===== config.mk =====
export PLATFORM = sky130hd
export DESIGN_NAME = cmp_mask_port
export DESIGN_NICKNAME = d
export VERILOG_FILES = /design/src/cmp_pkg.sv /design/src/cmp_mask_port.sv
export SDC_FILE = /design/constraint.sdc
export NUM_CORES = 1
export LEC_CHECK = 0
export BUFFER_PORTS_ARGS = -buffer_cell sky130_fd_sc_hd__buf_2
export CORE_MARGIN = 4
export CORE_UTILIZATION = 25
export DETAILED_ROUTE_END_ITERATION = 16
export GPL_TIMING_DRIVEN = 0
export HOLD_SLACK_MARGIN = 0.05
export PLACE_DENSITY = 0.44
export SLEW_MARGIN = 20
export SYNTH_ARGS = -nofsm -noshare
export SYNTH_HDL_FRONTEND = slang
export SYNTH_SLANG_ARGS = --single-unit

===== constraint.sdc =====
create_clock -name i_ref_clk -period 6.2 [get_ports i_ref_clk]
set_input_delay 1.24 -clock i_ref_clk [delete_from_list [all_inputs] [get_ports i_ref_clk]]
set_output_delay 1.24 -clock i_ref_clk [all_outputs]
set_load 0.005 [all_outputs]

===== src/cmp_pkg.sv =====
// package: offsets, field positions and reset values for mask and port block
package cmp_pkg;
  // printed offsets are not all multiples of four: they are word indices
  localparam logic [11:0] IDX_MASK_4 = 12'h11c;
  localparam logic [11:0] IDX_MASK_5 = 12'h11d;
  localparam logic [11:0] IDX_MASK_6 = 12'h11e;
  localparam logic [11:0] IDX_MASK_7 = 12'h11f;
  localparam logic [11:0] IDX_PORT_CTRL = 12'h13d;
  localparam logic [11:0] IDX_PORT_DATA = 12'h13e;
  localparam logic [11:0] IDX_PORT_DIR = 12'h13f;
  localparam logic [11:0] IDX_MASK_0 = 12'h114;
  localparam logic [11:0] IDX_MASK_1 = 12'h115;
  localparam logic [11:0] IDX_MASK_2 = 12'h116;
  localparam logic [11:0] IDX_MASK_3 = 12'h117;
  localparam logic [11:0] IDX_CODE_0 = 12'h110;
  localparam logic [11:0] IDX_MODULE_CTRL_0 = 12'h180;
  localparam int CTRL_PULL_BIT = 1;
  localparam int CTRL_REDUCED_BIT = 0;
  localparam int MCR0_SOFT_RESET_BIT = 0;
  localparam logic [7:0] PORT_CTRL_RESET = 8'h00;
  localparam logic [7:0] PORT_DIR_RESET = 8'h00;
  localparam logic [7:0] PORT_DATA_RESET = 8'h00;
  localparam logic [7:0] MASK_RESET = 8'hff;
  localparam logic [7:0] CODE_RESET = 8'h00;
  localparam logic MCR0_RESET = 1'b1;
  localparam int TX_PIN = 1;
  localparam int RX_PIN = 0;
endpackage : cmp_pkg


===== src/cmp_mask_port.sv =====
// identifier mask, acceptance code and spare port logic with apb slave
`timescale 1ns/100ps
module cmp_mask_port
  import cmp_pkg::*;
#(
  parameter int NUM_FILTERS = 8
)
(
  input wire logic i_ref_clk,
  input wire logic i_nrst,
  input wire logic i_psel,
  input wire logic i_penable,
  input wire logic i_pwrite,
  input wire logic [13:0] i_paddr,
  input wire logic [31:0] i_pwdata,
  input wire logic [3:0] i_pstrb,
  output logic [31:0] o_prdata,
  output logic o_pready,
  output logic o_pslverr,
  input wire logic [31:0] i_received_identifier_byte,
  input wire logic i_identifier_valid,
  output logic o_accept_lo,
  output logic o_accept_hi,
  input wire logic i_tx_level,
  output logic o_can_transmit_pin,
  input wire logic i_can_receive_pin,
  input wire logic [7:2] i_port_pin,
  output logic [7:2] o_port_pin,
  output logic [7:2] o_port_pin_oe_n,
  output logic o_pull_enable,
  output logic o_reduced_drive_enable,
  output logic o_soft_reset_request
);

  function automatic logic bank_hit(input logic [31:0] code,
                                    input logic [31:0] mask,
                                    input logic [31:0] ident);
    // compare first, then let set mask bits force don't-care positions to match
    bank_hit = &((~(code ^ ident)) | mask);
  endfunction : bank_hit

  logic [7:0] mask [NUM_FILTERS];
  logic [7:0] code [NUM_FILTERS];
  logic [7:0] next_mask [NUM_FILTERS];
  logic [7:0] next_code [NUM_FILTERS];
  logic [1:0] port_ctrl;
  logic [1:0] next_port_ctrl;
  logic [7:2] port_latch;
  logic [7:2] next_port_latch;
  logic [7:2] port_dir;
  logic [7:2] next_port_dir;
  logic soft_reset_request;
  logic next_soft_reset_request;
  logic [31:0] prdata;
  logic [31:0] next_prdata;
  logic pready;
  logic next_pready;
  logic pslverr;
  logic next_pslverr;
  logic accept_lo;
  logic accept_hi;
  logic next_accept_lo;
  logic next_accept_hi;
  logic [7:2] pin_meta;
  logic [7:2] pin_sync;
  logic [1:0] can_meta;
  logic [1:0] can_sync;
  logic [7:2] pin_out;
  logic [7:2] pin_oe_n;
  logic can_tx;

  logic [11:0] word_idx;
  logic access;
  logic commit;
  logic wr;
  logic mapped;
  logic [7:0] wbyte;
  logic [3:0] bank_off;
  logic [2:0] bank_sel;
  assign word_idx = i_paddr[13:2];
  assign access = i_psel && i_penable && !pready;
  // writes land only at the edge where the master sees pready high
  assign commit = i_psel && i_penable && pready;
  assign wr = commit && i_pwrite && i_pstrb[0];
  assign bank_off = word_idx[3:0] - IDX_CODE_0[3:0];
  assign bank_sel = {bank_off[3], bank_off[1:0]};
  assign wbyte = i_pwdata[7:0];

  // pins from outside pass two flops before any logic reads them
  always_ff @(posedge i_ref_clk or negedge i_nrst)
  begin
    if (!i_nrst)
    begin
      pin_meta <= '0;
      pin_sync <= '0;
      can_meta <= '0;
      can_sync <= '0;
    end
    else
    begin
      pin_meta <= i_port_pin;
      pin_sync <= pin_meta;
      can_meta <= {i_tx_level, i_can_receive_pin};
      can_sync <= can_meta;
    end
  end

  always_comb
  begin
    next_mask = mask;
    next_code = code;
    next_port_ctrl = port_ctrl;
    next_port_latch = port_latch;
    next_port_dir = port_dir;
    next_soft_reset_request = soft_reset_request;
    next_prdata = prdata;
    next_pready = 1'b0;
    next_pslverr = 1'b0;
    mapped = 1'b1;
    if (access || commit)
    begin
      next_pready = access;
      next_prdata = 32'h0000_0000;
      if (word_idx >= IDX_CODE_0 && word_idx <= IDX_MASK_7)
      begin
        // banks: codes 0-3, masks 0-3, codes 4-7, masks 4-7
        if (bank_off[2])
        begin
          next_prdata = {24'h000000, mask[bank_sel]};
          if (wr && soft_reset_request)
            next_mask[bank_sel] = wbyte;
        end
        else
        begin
          next_prdata = {24'h000000, code[bank_sel]};
          if (wr && soft_reset_request)
            next_code[bank_sel] = wbyte;
        end
      end
      else
      begin
        case (word_idx)
          IDX_PORT_CTRL:
          begin
            next_prdata = {30'h0000_0000, port_ctrl};
            if (wr)
              next_port_ctrl = wbyte[1:0];
          end
          IDX_PORT_DATA:
          begin
            next_prdata = {24'h000000,
                           (port_latch & port_dir) | (pin_sync & ~port_dir),
                           can_sync};
            if (wr)
              next_port_latch = wbyte[7:2];
          end
          IDX_PORT_DIR:
          begin
            next_prdata = {24'h000000, port_dir, 2'b00};
            if (wr)
              next_port_dir = wbyte[7:2];
          end
          IDX_MODULE_CTRL_0:
          begin
            next_prdata = {31'h0000_0000, soft_reset_request};
            if (wr)
              next_soft_reset_request = wbyte[MCR0_SOFT_RESET_BIT];
          end
          default:
            mapped = 1'b0;
        endcase
      end
      next_pslverr = access && !mapped;
    end
  end

  always_comb
  begin
    next_accept_lo = accept_lo;
    next_accept_hi = accept_hi;
    if (i_identifier_valid)
    begin
      next_accept_lo = bank_hit({code[0], code[1], code[2], code[3]},
                                {mask[0], mask[1], mask[2], mask[3]},
                                i_received_identifier_byte);
      next_accept_hi = bank_hit({code[4], code[5], code[6], code[7]},
                                {mask[4], mask[5], mask[6], mask[7]},
                                i_received_identifier_byte);
    end
    // only spare pins take latch and enable; no drive while input
    pin_out = port_latch;
    pin_oe_n = ~port_dir;
    can_tx = i_tx_level;
  end

  always_ff @(posedge i_ref_clk or negedge i_nrst)
  begin
    if (!i_nrst)
    begin
      for (int k = 0; k < NUM_FILTERS; k++)
      begin
        mask[k] <= MASK_RESET;
        code[k] <= CODE_RESET;
      end
      port_ctrl <= PORT_CTRL_RESET[1:0];
      port_latch <= PORT_DATA_RESET[7:2];
      port_dir <= PORT_DIR_RESET[7:2];
      soft_reset_request <= MCR0_RESET;
      prdata <= 32'h0000_0000;
      pready <= 1'b0;
      pslverr <= 1'b0;
      accept_lo <= 1'b0;
      accept_hi <= 1'b0;
      o_port_pin <= '0;
      o_port_pin_oe_n <= '1;
      o_can_transmit_pin <= 1'b1;
    end
    else
    begin
      mask <= next_mask;
      code <= next_code;
      port_ctrl <= next_port_ctrl;
      port_latch <= next_port_latch;
      port_dir <= next_port_dir;
      soft_reset_request <= next_soft_reset_request;
      prdata <= next_prdata;
      pready <= next_pready;
      pslverr <= next_pslverr;
      accept_lo <= next_accept_lo;
      accept_hi <= next_accept_hi;
      o_port_pin <= pin_out;
      o_port_pin_oe_n <= pin_oe_n;
      o_can_transmit_pin <= can_tx;
    end
  end

  assign o_prdata = prdata;
  assign o_pready = pready;
  assign o_pslverr = pslverr;
  assign o_accept_lo = accept_lo;
  assign o_accept_hi = accept_hi;
  assign o_pull_enable = port_ctrl[CTRL_PULL_BIT];
  assign o_reduced_drive_enable = port_ctrl[CTRL_REDUCED_BIT];
  assign o_soft_reset_request = soft_reset_request;

  AST_MASK_LOCKED: assert property (
    @(posedge i_ref_clk) disable iff (!i_nrst)
    !soft_reset_request |=> $stable(mask[4]) && $stable(mask[7]))
    else $error("mask changed while soft reset request clear");
  AST_MASK_WRITE: assert property (
    @(posedge i_ref_clk) disable iff (!i_nrst)
    (wr && soft_reset_request && word_idx == IDX_MASK_5)
      |=> mask[5] == $past(wbyte))
    else $error("mask write lost");
  AST_ACCEPT_HI: assert property (
    @(posedge i_ref_clk) disable iff (!i_nrst)
    (i_identifier_valid && bank_hit({code[4], code[5], code[6], code[7]},
      {mask[4], mask[5], mask[6], mask[7]}, i_received_identifier_byte))
      |=> accept_hi)
    else $error("accept flag wrong");
  AST_REJECT_HI: assert property (
    @(posedge i_ref_clk) disable iff (!i_nrst)
    (i_identifier_valid && !bank_hit({code[4], code[5], code[6], code[7]},
      {mask[4], mask[5], mask[6], mask[7]}, i_received_identifier_byte))
      |=> !accept_hi)
    else $error("mismatching identifier accepted");
  AST_ALL_MASKED: assert property (
    @(posedge i_ref_clk) disable iff (!i_nrst)
    (i_identifier_valid && (&{mask[0], mask[1], mask[2], mask[3]}))
      |=> accept_lo)
    else $error("fully masked bank rejected");
  AST_DRIVE_DIR: assert property (
    @(posedge i_ref_clk) disable iff (!i_nrst)
    ##1 o_port_pin_oe_n == ~$past(port_dir))
    else $error("pin enable not tied to direction");
  AST_CTRL_ZERO: assert property (
    @(posedge i_ref_clk) disable iff (!i_nrst)
    (access && !i_pwrite && word_idx == IDX_PORT_CTRL)
      |=> prdata[31:2] == 30'h0)
    else $error("control upper bits not zero");
  AST_RX_READ: assert property (
    @(posedge i_ref_clk) disable iff (!i_nrst)
    (access && word_idx == IDX_PORT_DATA) |=> prdata[0] == $past(can_sync[0]))
    else $error("receive level not returned");
  AST_DIR_STORE: assert property (
    @(posedge i_ref_clk) disable iff (!i_nrst)
    (wr && word_idx == IDX_PORT_DIR) |=> port_dir == $past(wbyte[7:2]))
    else $error("direction not stored");
  AST_READY_PULSE: assert property (
    @(posedge i_ref_clk) disable iff (!i_nrst)
    (i_psel && !i_penable) ##1 (i_psel && i_penable) |=> pready)
    else $error("apb answer late");
  COV_ACCEPT: cover property (@(posedge i_ref_clk) accept_lo && accept_hi);
  COV_LOCKED_WRITE: cover property (@(posedge i_ref_clk)
    wr && !soft_reset_request && word_idx == IDX_MASK_4);
  COV_OUTPUT_PIN: cover property (@(posedge i_ref_clk) !o_port_pin_oe_n[7]);
endmodule : cmp_mask_port


# After elaboration in Yosys (flattened, before gate mapping)
# Index checks and enable logic that the tools add are counted.
word_totals:
  regBits: 208
  word_cells: 92
  in_bits: 96
  output_inout_bits: 52
op_classes:
  eq_ne: 4
  n_lt_le_gt_ge: 4
  muxes: 18
  bitwise_logic: 13
  n_reduce_logical: 21
op_table:
  columns: ["operator", "n"]
  rows:
  - ["$bwmux 64", 2]
  - ["$not 32->32", 2]
  - ["$or 32x32->32", 2]
  - ["$reduce_and 32->1", 2]
  - ["$xor 32x32->32", 2]
  - ["$bmux 8 s3", 2]
  - ["$eq 12x9->1 const B", 4]
  - ["$mux 8", 6]
  - ["$mux 32", 1]
  - ["$pmux 8 s4", 1]
  - ["$demux 8 s3", 1]
  - ["$reduce_and 4->1", 6]
  - ["$and 6x6->6", 2]
  - ["$ge 12x9->1 const B", 1]
  - ["$le 12x9->1 const B", 1]
  - ["$logic_and 1x1->1", 9]
  - ["$not 6->6", 1]
  - ["$or 6x6->6", 1]
  - ["$mux 1", 5]
  - ["$ge 4x4->1 const B", 1]
  - ["$lt 4x1->1 const B", 1]
  - ["$not 3->4", 1]
  - ["$reduce_or 4->1", 1]
  - ["$logic_not 1->1", 2]
  - ["2 further kinds", 3]

# Depth between registers and ports, before layout
# Gate-level depths: netlist of run 1.
logic_depth:
  ltp_word: 8
  depth_mapped: 8
  depth_no_buf: 5

# Worst setup path before layout of run 1
# No wires, ideal clock.
synth_path:
  path_type: "input-to-reg"
  from: "input port i_paddr[13]"
  to: "register code[40] (netlist name)"
  arrival_time_ns: 3.080
  n_path_buf: 0
  required_time_ns: 6.075
  setup_ns: 0.125
  cell_stages: 5
  setup_slack_ns: 2.995
  cell_sequence: "or4b_4 nor3_4 nand2_4 nor4_4 mux2_2"
synth_between:
  elab_chain_cells: 3
  elab_cells_between_ends: 4
  classes_between: "order compare (2); reduce/logical (2)"
synth_rtl:
  columns: ["element", "line_no", "source"]
  rows:
  - ["from (decl)", "cmp_mask_port.sv:14", "input wire logic [13:0] i_paddr,"]
  - ["$ge 12x9->1 or $le 12x9->1 (tied branches)", "cmp_mask_port.sv:124", "if (word_idx >= IDX_CODE_0 && word_idx <= IDX_MASK_7)"]
  - ["$logic_and 1x1->1 *", "cmp_mask_port.sv:124", null]
  - ["$reduce_and 4->1 (no line) *", null, null]
  - ["to (signal assigned)", "cmp_mask_port.sv:221", "code <= next_code;"]
  - ["to (decl)", "cmp_mask_port.sv:43", "logic [7:0] code [NUM_FILTERS];"]
# Mark *: on every way between the ends. The rest lies on a longest branch, timed or not.
# A chain may end at the register's enable or synchronous reset.

# Final worst setup path of run 1
layout_path:
  from: "input port i_paddr[2]"
  to: "register prdata[6], in the netlist o_prdata[6]"
layout_between:
  elab_chain_cells: 6
  elab_cells_between_ends: 17
  classes_between: "order compare (2); eq/ne (4); mux (9); bitwise (1); reduce/logical (1)"
layout_rtl:
  columns: ["element", "line_no", "source"]
  rows:
  - ["parallel branches: the longest is 5 deep, another holds $ge 12x9->1", null, null]
  - ["$mux 32 *", "cmp_mask_port.sv:124", null]
  - ["to (signal assigned)", "cmp_mask_port.sv:226", "prdata <= next_prdata;"]
  - ["to (decl)", "cmp_mask_port.sv:54", "logic [31:0] prdata;"]
# Mark *: on every way between the ends. The select of a mux whose other input is x is not followed.

==> impl_metrics.json, run 1 <==
{
  "post_cts_buffers": 0,
  "holdBufCountCts": 0,
  "clkLatencyLatePin_ps": 440,
  "cts_made_buffers": 17,
  "grt_antenna_before_repair": 0,
  "antenna_cells": 0,
  "max_freq_ghz": 0.2386,
  "switchingPower_uw": 721.8,
  "seqCellArea_um2": 4695,
  "dp_hpwl_mm": 25.20,
  "synth.largest_area_cell": "dfrtp_1",
  "ys_seq_elements": 184,
  "hold_violations": 0,
  "synth_seq_area_share": 0.5052,
  "synth_edf_count": 0,
  "avgSynthCellArea_um2": 12.46,
  "worst_slack_ps": 2009,
  "cp_data_required_time_ps": 6490,
  "grt_setup_unrepaired": "no",
  "htree_num_levels": 4,
  "async_reset_ff_frac": 1.000,
  "crit_arrival_ps": 4480,
  "final_util": 0.3047,
  "critPathLaunchType": "primary input",
  "power_frac_comb": 0.087,
  "sw_frac_of_total": 0.2745,
  "worst_slew_pin_slew_ps": 1133,
  "die_h_um": 200.8,
  "die_width_um": 200.8,
  "initial_utilization": 0.2538,
  "grt_use_total": 0.1699,
  "powerDensity_nw_per_um2": 235.7,
  "drc": 0,
  "ir_worst_vdd_mv": 0.1896,
  "crit_top_cell": "clkbuf_1",
  "routed_via_density": 5.004,
  "io_pins": 148,
  "n_fill_cell": 3731,
  "grt_max_degree": 92,
  "num_rows": 70,
  "mappedNetlistArea_um2": 9293,
  "portBuffers": 92,
  "drt_wl_total_mm": 34.64,
  "p_leak_nw": 4.786,
  "pwr-share-seq": 0.463,
  "ys_types": 59,
  "critPathKind": "in2reg",
  "ys.flop_type": "dfrtp_1",
  "postPlaceCellArea_um2": 10520,
  "first_global_vias": 6889,
  "core_um2": 36610,
  "cts_resized": 0,
  "dp_slack_ps": 1716,
  "vias": 6831,
  "fin_area_um2": 11150,
  "relSlewSlack": 0.2392,
  "dieArea_um2": 40320,
  "ant_nets": 0,
  "outcome": "finished clean",
  "finalCriticalPeriod_ps": 4191,
  "synth_area_leaders": "dfrtp_1, dfstp_2, mux2_2",
  "hold_path.class": "reg2reg",
  "clock-sinks": 184,
  "synth_top_area_frac": 0.3016,
  "max_cap_viol_count": 0,
  "drt_iter0_drc": 453,
  "cp-end-kind": "flip-flop",
  "grt_overflow": 0,
  "finalSetupViolCount": 0,
  "drv_slew": 0,
  "skew_ps": 8.385,
  "slowest_delay_ps": 750,
  "clk_pin_slew_ps": 80,
  "clockPowerShare": 0.451,
  "cts_max_path_buffers": 2,
  "area_growth_pct": 20.03,
  "power.internal_mw": 1.907,
  "cp_slowest_cell": "clkbuf_1",
  "synth_cells": 746,
  "first_pass_iters": 5,
  "routedWlPerCell_um": 25.37,
  "grt_pass1_wl_mm": 50.52,
  "finalSetupTns_ps": 0,
  "cts_root_buf": "clkbuf_16",
  "layout.nets": 980,
  "drive_above_1_share": 0.4571,
  "crit_chain": "buf_2 > buf_1 > clkbuf_1 > clkbuf_1 > nor2_1 > o41ai_1 > o22ai_1",
  "cts_tree": "built",
  "multiInputGateArea_um2": 4332,
  "place_congestion": 0.8717,
  "fin_crit_sh": 0.6760,
  "synth-warning-count": 0,
  "worst-path-max-fanout": 10,
  "fin_hold_ws_ps": 349.2
}
cell usage after synthesis (8+ instances only):
| master | instances |
|---|---|
| nor4_4 | 8 |
| clkbuf_1 | 28 |
| buf_4 | 24 |
| nand3_1 | 13 |
| xnor2_1 | 64 |
| a22oi_1 | 13 |
| nor2_1 | 26 |
| mux2i_1 | 16 |
| a21oi_1 | 17 |
| nand2_1 | 29 |
| o21ai_0 | 17 |
| dfrtp_1 | 112 |
| inv_1 | 9 |
| dfstp_2 | 72 |
| o22ai_1 | 33 |
| mux2_2 | 159 |
layout make-up:
class,instances,share of cell area
well taps,468,0.05250
clock buffers,17,0.03814
plain buffers,60,0.02849
flip-flops and latches,184,0.4209
inverters,11,0.003702
clock inverters,15,0.01851
repair buffers,96,0.04947
multi-input cells,514,0.3883
final timing paths:
check	from	to	slack, ps	cells after the start
max	i_paddr[2]	o_prdata[6]$_DFFE_PN0N_	2010	7
min	pin_meta[2]$_DFF_PN0_	pin_sync[2]$_DFF_PN0_	350	0
max reg2reg	o_pready$_DFF_PN0_	code[54]$_DFFE_PN0P_	3480	6
min reg2reg	pin_meta[2]$_DFF_PN0_	pin_sync[2]$_DFF_PN0_	350	0
max in group asynchronous	i_nrst	mask[14]$_DFFE_PN1P_	4400	3
min in group asynchronous	i_nrst	pin_sync[2]$_DFF_PN0_	680	1
sequential cells by signal, summed over array words and instances (netlist names):
name                  count
port_ctrl                 2
code                     64
pin_meta                  6
mask                     64
can_sync                  2
o_port_pin                6
o_port_pin_oe_n           6
pin_out                   6
o_accept_lo               1
port_dir                  6
o_soft_reset_request      1
o_prdata                  8
pin_sync                  6
o_pslverr                 1
o_accept_hi               1
o_can_transmit_pin        1
o_pready                  1
can_meta                  2
worst max-delay path, delay by kind of cell:
kind	cells	cell delay (ps)
AO/OA/AOI/OAI	2	860
buffers and inverters	4	2260
AND/OR/NAND/NOR	1	110
cell usage in the layout (no fill, tap or decap), types with 26 or more instances in the layout:
cell type,n
nor2_1,26
nand2_1,29
xnor2_1,64
clkbuf_1,28
dfrtp_1,112
dfstp_2,72
buf_2,92
o22ai_1,33
mux2_2,159
power groups by stage:
stage,logic [mW],registers (mW),clock network (mW)
after global placement,0.223,1.24,0
final,0.228,1.22,1.18
after floorplan,0.0980,1.24,0
after CTS,0.227,1.22,1.21
after detailed placement,0.226,1.24,0
after global routing,0.244,1.22,1.26
cells by family (layout without fill, tap and decap cells):
| logic type | after synthesis | count (layout) | share of synthesized area |
|---|---|---|---|
| DFF | 184 | 184 | 0.5052 |
| muxes | 182 | 182 | 0.2257 |
| and+or+nand+nor | 131 | 131 | 0.08913 |
| AOI/OAI and AO/OA | 113 | 113 | 0.08065 |
| buffers and inverters | 71 | 199 | 0.03864 |
| xor gates and xnor gates | 64 | 64 | 0.06032 |
| other | 1 | 24 | 0.0004035 |
through the flow:
stage,cells,power (mW)
3_3_place_gp,1329,1.461
3_5_place_dp,1333,1.465
2_1_floorplan,769,1.336
5_1_grt,1365,2.718
4_1_cts,1365,2.654
6_report,1365,2.629
routing by layer:
metal	GRT usage	vias to the layer above	share of wire	routed length, um
li1	-	2975	-	-
met1	0.2364	3566	0.45	15760
met2	0.2714	250	0.47	16180
met3	0.03700	40	0.059	2027
met4	0.04105	0	0.019	665
met5	0	-	0	0
(Power assumes the default switching activity.)
==> run 2: changes to the inputs <==
- PLACE_DENSITY: 0.44 -> 0.45
- clock period: 6.2 -> 3.6 ns (I/O delays scaled with it)
==> impl_metrics.json, run 2 (synthesis gave the netlist of run 1 again) <==
{
  "skew_ps": 5.544,
  "grt_setup_unrepaired": "no",
  "ant_nets": 0,
  "place_congestion": 0.8888,
  "final_cell_mix": "mux2_2, dfrtp_1, buf_2",
  "io_pins": 148,
  "die_h_um": 200.8,
  "groute.layer.met1.usage": 0.2286,
  "total_power_mw": 4.457,
  "grt_overflow": 0,
  "cp_data_required_time_ps": 3970,
  "area_growth_pct": 19.71,
  "drt_iter0_drc": 631,
  "dieArea_um2": 40320,
  "htree_num_levels": 4,
  "finalSetupViolCount": 0,
  "layout.nets": 979,
  "drt_wl_total_mm": 34.25,
  "met2_usage": 0.2670,
  "clock-sinks": 184,
  "initial_utilization": 0.2538,
  "num_rows": 70,
  "drive_above_1_share": 0.4576,
  "die_width_um": 200.8,
  "fin_hold_ws_ps": 159.3,
  "crit_arrival_ps": 3830,
  "core_um2": 36610,
  "n_fill_cell": 3760,
  "critPathKind": "in2reg",
  "p_leak_nw": 4.771,
  "max_freq_ghz": 0.2891,
  "busiest_layer": "met2",
  "r2r_setup_slack_ps": 850,
  "cp-end-kind": "flip-flop",
  "hold_violations": 0,
  "worst-path-max-fanout": 10,
  "clkLatencyLatePin_ps": 440,
  "grt_pass1_wl_mm": 50.16,
  "portBuffers": 92,
  "outcome": "finished clean",
  "critPathLaunchType": "primary input",
  "first_pass_iters": 5,
  "grt_use_met3": 0.03877,
  "holdBufCountCts": 0,
  "relSlewSlack": 0.2243,
  "powerDensity_nw_per_um2": 400.7,
  "cts_tree": "built",
  "final_common_cell": "mux2_2",
  "max_cap_viol_count": 0,
  "grt_max_degree": 82,
  "cts_root_buf": "clkbuf_16",
  "worst_slew_pin_slew_ps": 1155,
  "drc": 0,
  "ir_worst_vdd_mv": 0.2996,
  "grt_use_total": 0.1685,
  "finalCriticalPeriod_ps": 3459,
  "dp_hpwl_mm": 24.99,
  "grt_antenna_before_repair": 0,
  "routedWlPerCell_um": 25.11,
  "routed_via_density": 4.950,
  "hold_path.class": "in2async",
  "fin_crit_sh": 0.9607,
  "drv_slew": 0,
  "clk_pin_slew_ps": 80,
  "cts_max_path_buffers": 2,
  "antenna_cells": 0,
  "vias": 6752,
  "first_global_vias": 7018,
  "cts_made_buffers": 17
}
[run 2: per-stage QoR]
stage	TNS (ps)	util	instance area [um^2]	setup WS, ps	instances
floorplan	0	-	9379	915.1	769
global placement	-187760	0.2848	10430	-1435	1329
detailed placement	-8033	0.2870	10510	-362.0	1332
CTS	0	0.3037	11120	111.9	1364
global route	0	0.3039	11120	74.92	1364
finish	0	0.3039	11120	141.3	1364
[run 2: worst max-delay path: stages]
cell and delay (ps):
clkbuf_1 170, clkbuf_1 620, buf_1 830, nand4_1 290, nor2_2 770, mux2_2 420
[run 2: layout make-up]
cell class              count  area (um^2)  area share
repair buffers             95        536.8     0.04825
flip-flops and latches    184         4695      0.4220
clock inverters            15        183.9     0.01653
clock buffers              17        425.4     0.03824
well taps                 468        585.6     0.05264
multi-input cells         514         4332      0.3894
inverters                  11        41.29    0.003712
plain buffers              60        325.3     0.02924
[run 2: per-layer routing]
| layer | part of all wire | vias up |
|---|---|---|
| li1 | - | 2973 |
| met1 | 0.44 | 3441 |
| met2 | 0.47 | 276 |
| met3 | 0.062 | 62 |
| met4 | 0.030 | 0 |
| met5 | 0 | - |
[run 2: what timing repair did]
action,4_1_cts,5_1_grt
endpoints found under the setup margin,0,1
resized for setup,0,3
buffers inserted,0,0
[run 2: path summary, 6_finish.rpt]
check	start	depth (start not counted)	endpoint
worst min register to register	pin_meta[5]$_DFF_PN0_	0	pin_sync[5]$_DFF_PN0_
max in group asynchronous	i_nrst	2	mask[45]$_DFFE_PN1P_
min in group i_ref_clk	pin_meta[5]$_DFF_PN0_	0	pin_sync[5]$_DFF_PN0_
worst max-delay path	i_paddr[5]	6	mask[24]$_DFFE_PN1P_
worst min-delay path	i_nrst	1	pin_sync[2]$_DFF_PN0_
worst max register to register	o_soft_reset_request$_DFFE_PN1P_	5	code[48]$_DFFE_PN0P_
[run 2: power by group]
part | switching, mW | total, mW | internal (mW)
Combinational | 0.264 | 0.390 | 0.126
Clock | 0.971 | 1.97 | 1.00
Sequential | 0.00781 | 2.09 | 2.09
Total | 1.24 | 4.46 | 3.21
==> run 3: changes to the inputs <==
- BUFFER_PORTS_ARGS: -buffer_cell sky130_fd_sc_hd__buf_2 -> default
- CORE_MARGIN: 4 -> 5
- DONT_BUFFER_PORTS: default -> 1
- PLACE_DENSITY: 0.45 -> 0.42
==> impl_metrics.json, run 3 (synthesis gave the netlist of run 1 again) <==
{
  "first_pass_iters": 5,
  "drive_above_1_share": 0.3905,
  "die_h_um": 202.8,
  "dieArea_um2": 41130,
  "skew_ps": 10.36,
  "clk_pin_slew_ps": 70,
  "worstReg2RegStart": "o_pready$_DFF_PN0_",
  "portBuffers": 0,
  "routedWlPerCell_um": 27.94,
  "finalSetupViolCount": 0,
  "reg2regPathDepth": 5,
  "relSlewSlack": 0.2668,
  "cp_data_required_time_ps": 3890,
  "fin_crit_sh": 0.9678,
  "fin_area_um2": 10620,
  "place_inst": 1239,
  "holdBufCountCts": 1,
  "powerDensity_nw_per_um2": 411.6,
  "place_congestion": 0.8639,
  "drt_iter0_drc": 535,
  "core_um2": 36610,
  "final_cell_mix": "mux2_2, dfrtp_1, dfstp_2",
  "final_common_cell": "mux2_2",
  "num_rows": 70,
  "area_growth_pct": 14.33,
  "worst-path-max-fanout": 10,
  "p_leak_nw": 4.366,
  "vias": 6338,
  "grt_use_total": 0.1720,
  "clock-sinks": 184,
  "die_width_um": 202.8,
  "drt_wl_total_mm": 35.54,
  "post_cts_buffers": 0,
  "worst_slew_pin_slew_ps": 1097,
  "slowest_delay_ps": 850,
  "r2r_setup_slack_ps": 820,
  "routed_via_density": 4.983,
  "cts_tree": "built",
  "ir_worst_vdd_mv": 0.3164,
  "postPlaceCellArea_um2": 9997,
  "max_freq_ghz": 0.2870,
  "fin_hold_ws_ps": 138.3,
  "antenna_cells": 0,
  "dp_hpwl_mm": 25.32,
  "grt_pass1_wl_mm": 50.29,
  "clkLatencyLatePin_ps": 440,
  "initial_utilization": 0.2538,
  "io_pins": 148,
  "cts_max_path_buffers": 2,
  "crit_chain": "clkbuf_1 > buf_2 > buf_1 > buf_1 > nor2_1 > o41ai_1 > o22ai_1",
  "htree_num_levels": 4,
  "cts_made_buffers": 17,
  "reg2reg_to": "code[19]$_DFFE_PN0P_",
  "max_cap_viol_count": 0,
  "crit_arrival_ps": 3770,
  "n_fill_cell": 3803,
  "stdcell_count": 1272,
  "cts_root_buf": "clkbuf_16",
  "final_util": 0.2902,
  "drv_slew": 0,
  "cp_slowest_cell": "o41ai_1",
  "grt_max_degree": 113,
  "crit_top_cell": "buf_1",
  "layout.nets": 887,
  "cp-end-kind": "flip-flop",
  "ant_nets": 0,
  "hold_violations": 0,
  "critPathLaunchType": "primary input",
  "drc": 0,
  "finalCriticalPeriod_ps": 3484,
  "grt_setup_unrepaired": "no",
  "hold_path.class": "in2async",
  "grt_overflow": 0,
  "grt_antenna_before_repair": 0,
  "outcome": "finished clean",
  "critPathKind": "in2reg",
  "cts_resized": 0,
  "first_global_vias": 6552,
  "total_power_mw": 4.373
}
-- run 3: cell count changes in the layout (fill, tap and decap cells not counted) --
| cell | delta |
|---|---|
| clkinv_2 | +2 |
| clkinvlp_4 | +2 |
| clkdlybuf4s15_1 | -1 |
| clkinv_8 | -3 |
| clkbuf_1 | +4 |
| inv_6 | -3 |
| buf_1 | +1 |
| inv_8 | -4 |
| bufinv_16 | +2 |
| buf_16 | -1 |
| buf_2 | -91 |
| clkbuf_2 | -1 |
| clkbuf_8 | +1 |
-- run 3: layer usage --
layer / vias to the layer above / share of wire / global-route usage
met1: 3298 / 0.41 / 0.2188
met3: 41 / 0.077 / 0.05335
li1: 2772 / - / -
met2: 227 / 0.48 / 0.2790
met5: - / 0 / 0
met4: 0 / 0.029 / 0.05747
-- run 3: how the worst max path moves through the flow --
| stage | from | endpoint | slack, ps |
|---|---|---|---|
| 6_report | i_paddr[5] | o_prdata[6]$_DFFE_PN0N_ | 120 |
| 5_1_grt | i_paddr[5] | mask[14]$_DFFE_PN1P_ | 70 |
| 4_1_cts | i_paddr[5] | o_prdata[6]$_DFFE_PN0N_ | 160 |
| 3_5_place_dp | i_paddr[5] | o_prdata[6]$_DFFE_PN0N_ | -310 |
| 3_3_place_gp | i_paddr[5] | o_prdata[6]$_DFFE_PN0N_ | -330 |
| 2_1_floorplan | i_paddr[13] | code[40]$_DFFE_PN0P_ | 920 |
-- run 3: layout make-up --
cell class | count | area (um^2) | share of cell area
Inverter | 11 | 41.29 | 0.003886
Clock inverter | 11 | 148.9 | 0.01401
Multi-Input combinational cell | 514 | 4332 | 0.4077
Buffer | 60 | 317.8 | 0.02991
Sequential cell | 184 | 4695 | 0.4419
Timing Repair Buffer | 3 | 53.80 | 0.005064
Tap cell | 468 | 585.6 | 0.05512
Clock buffer | 21 | 450.4 | 0.04240
-- run 3: power breakdown --
group	internal (mW)	switching, mW	total, mW	leakage (nW)
combinational	0.0930	0.200	0.293	1.82
sequential	2.09	0.0118	2.10	2.26
clock	1.11	0.865	1.98	0.283
-- run 3: per-stage QoR --
step	setup TNS (ps)	worst slack (ps)
6_report	0	115.8
5_1_grt	0	71.35
4_1_cts	0	160.3
3_5_place_dp	-7007	-312.6
3_3_place_gp	-9208	-325.6
2_1_floorplan	0	915.1
-- run 3: worst max-delay path, delay by kind of cell --
family,cells,cell delay (ps)
AND/OR/NAND/NOR,1,110
AO/OA/AOI/OAI,2,1000
buffers and inverters,4,1930
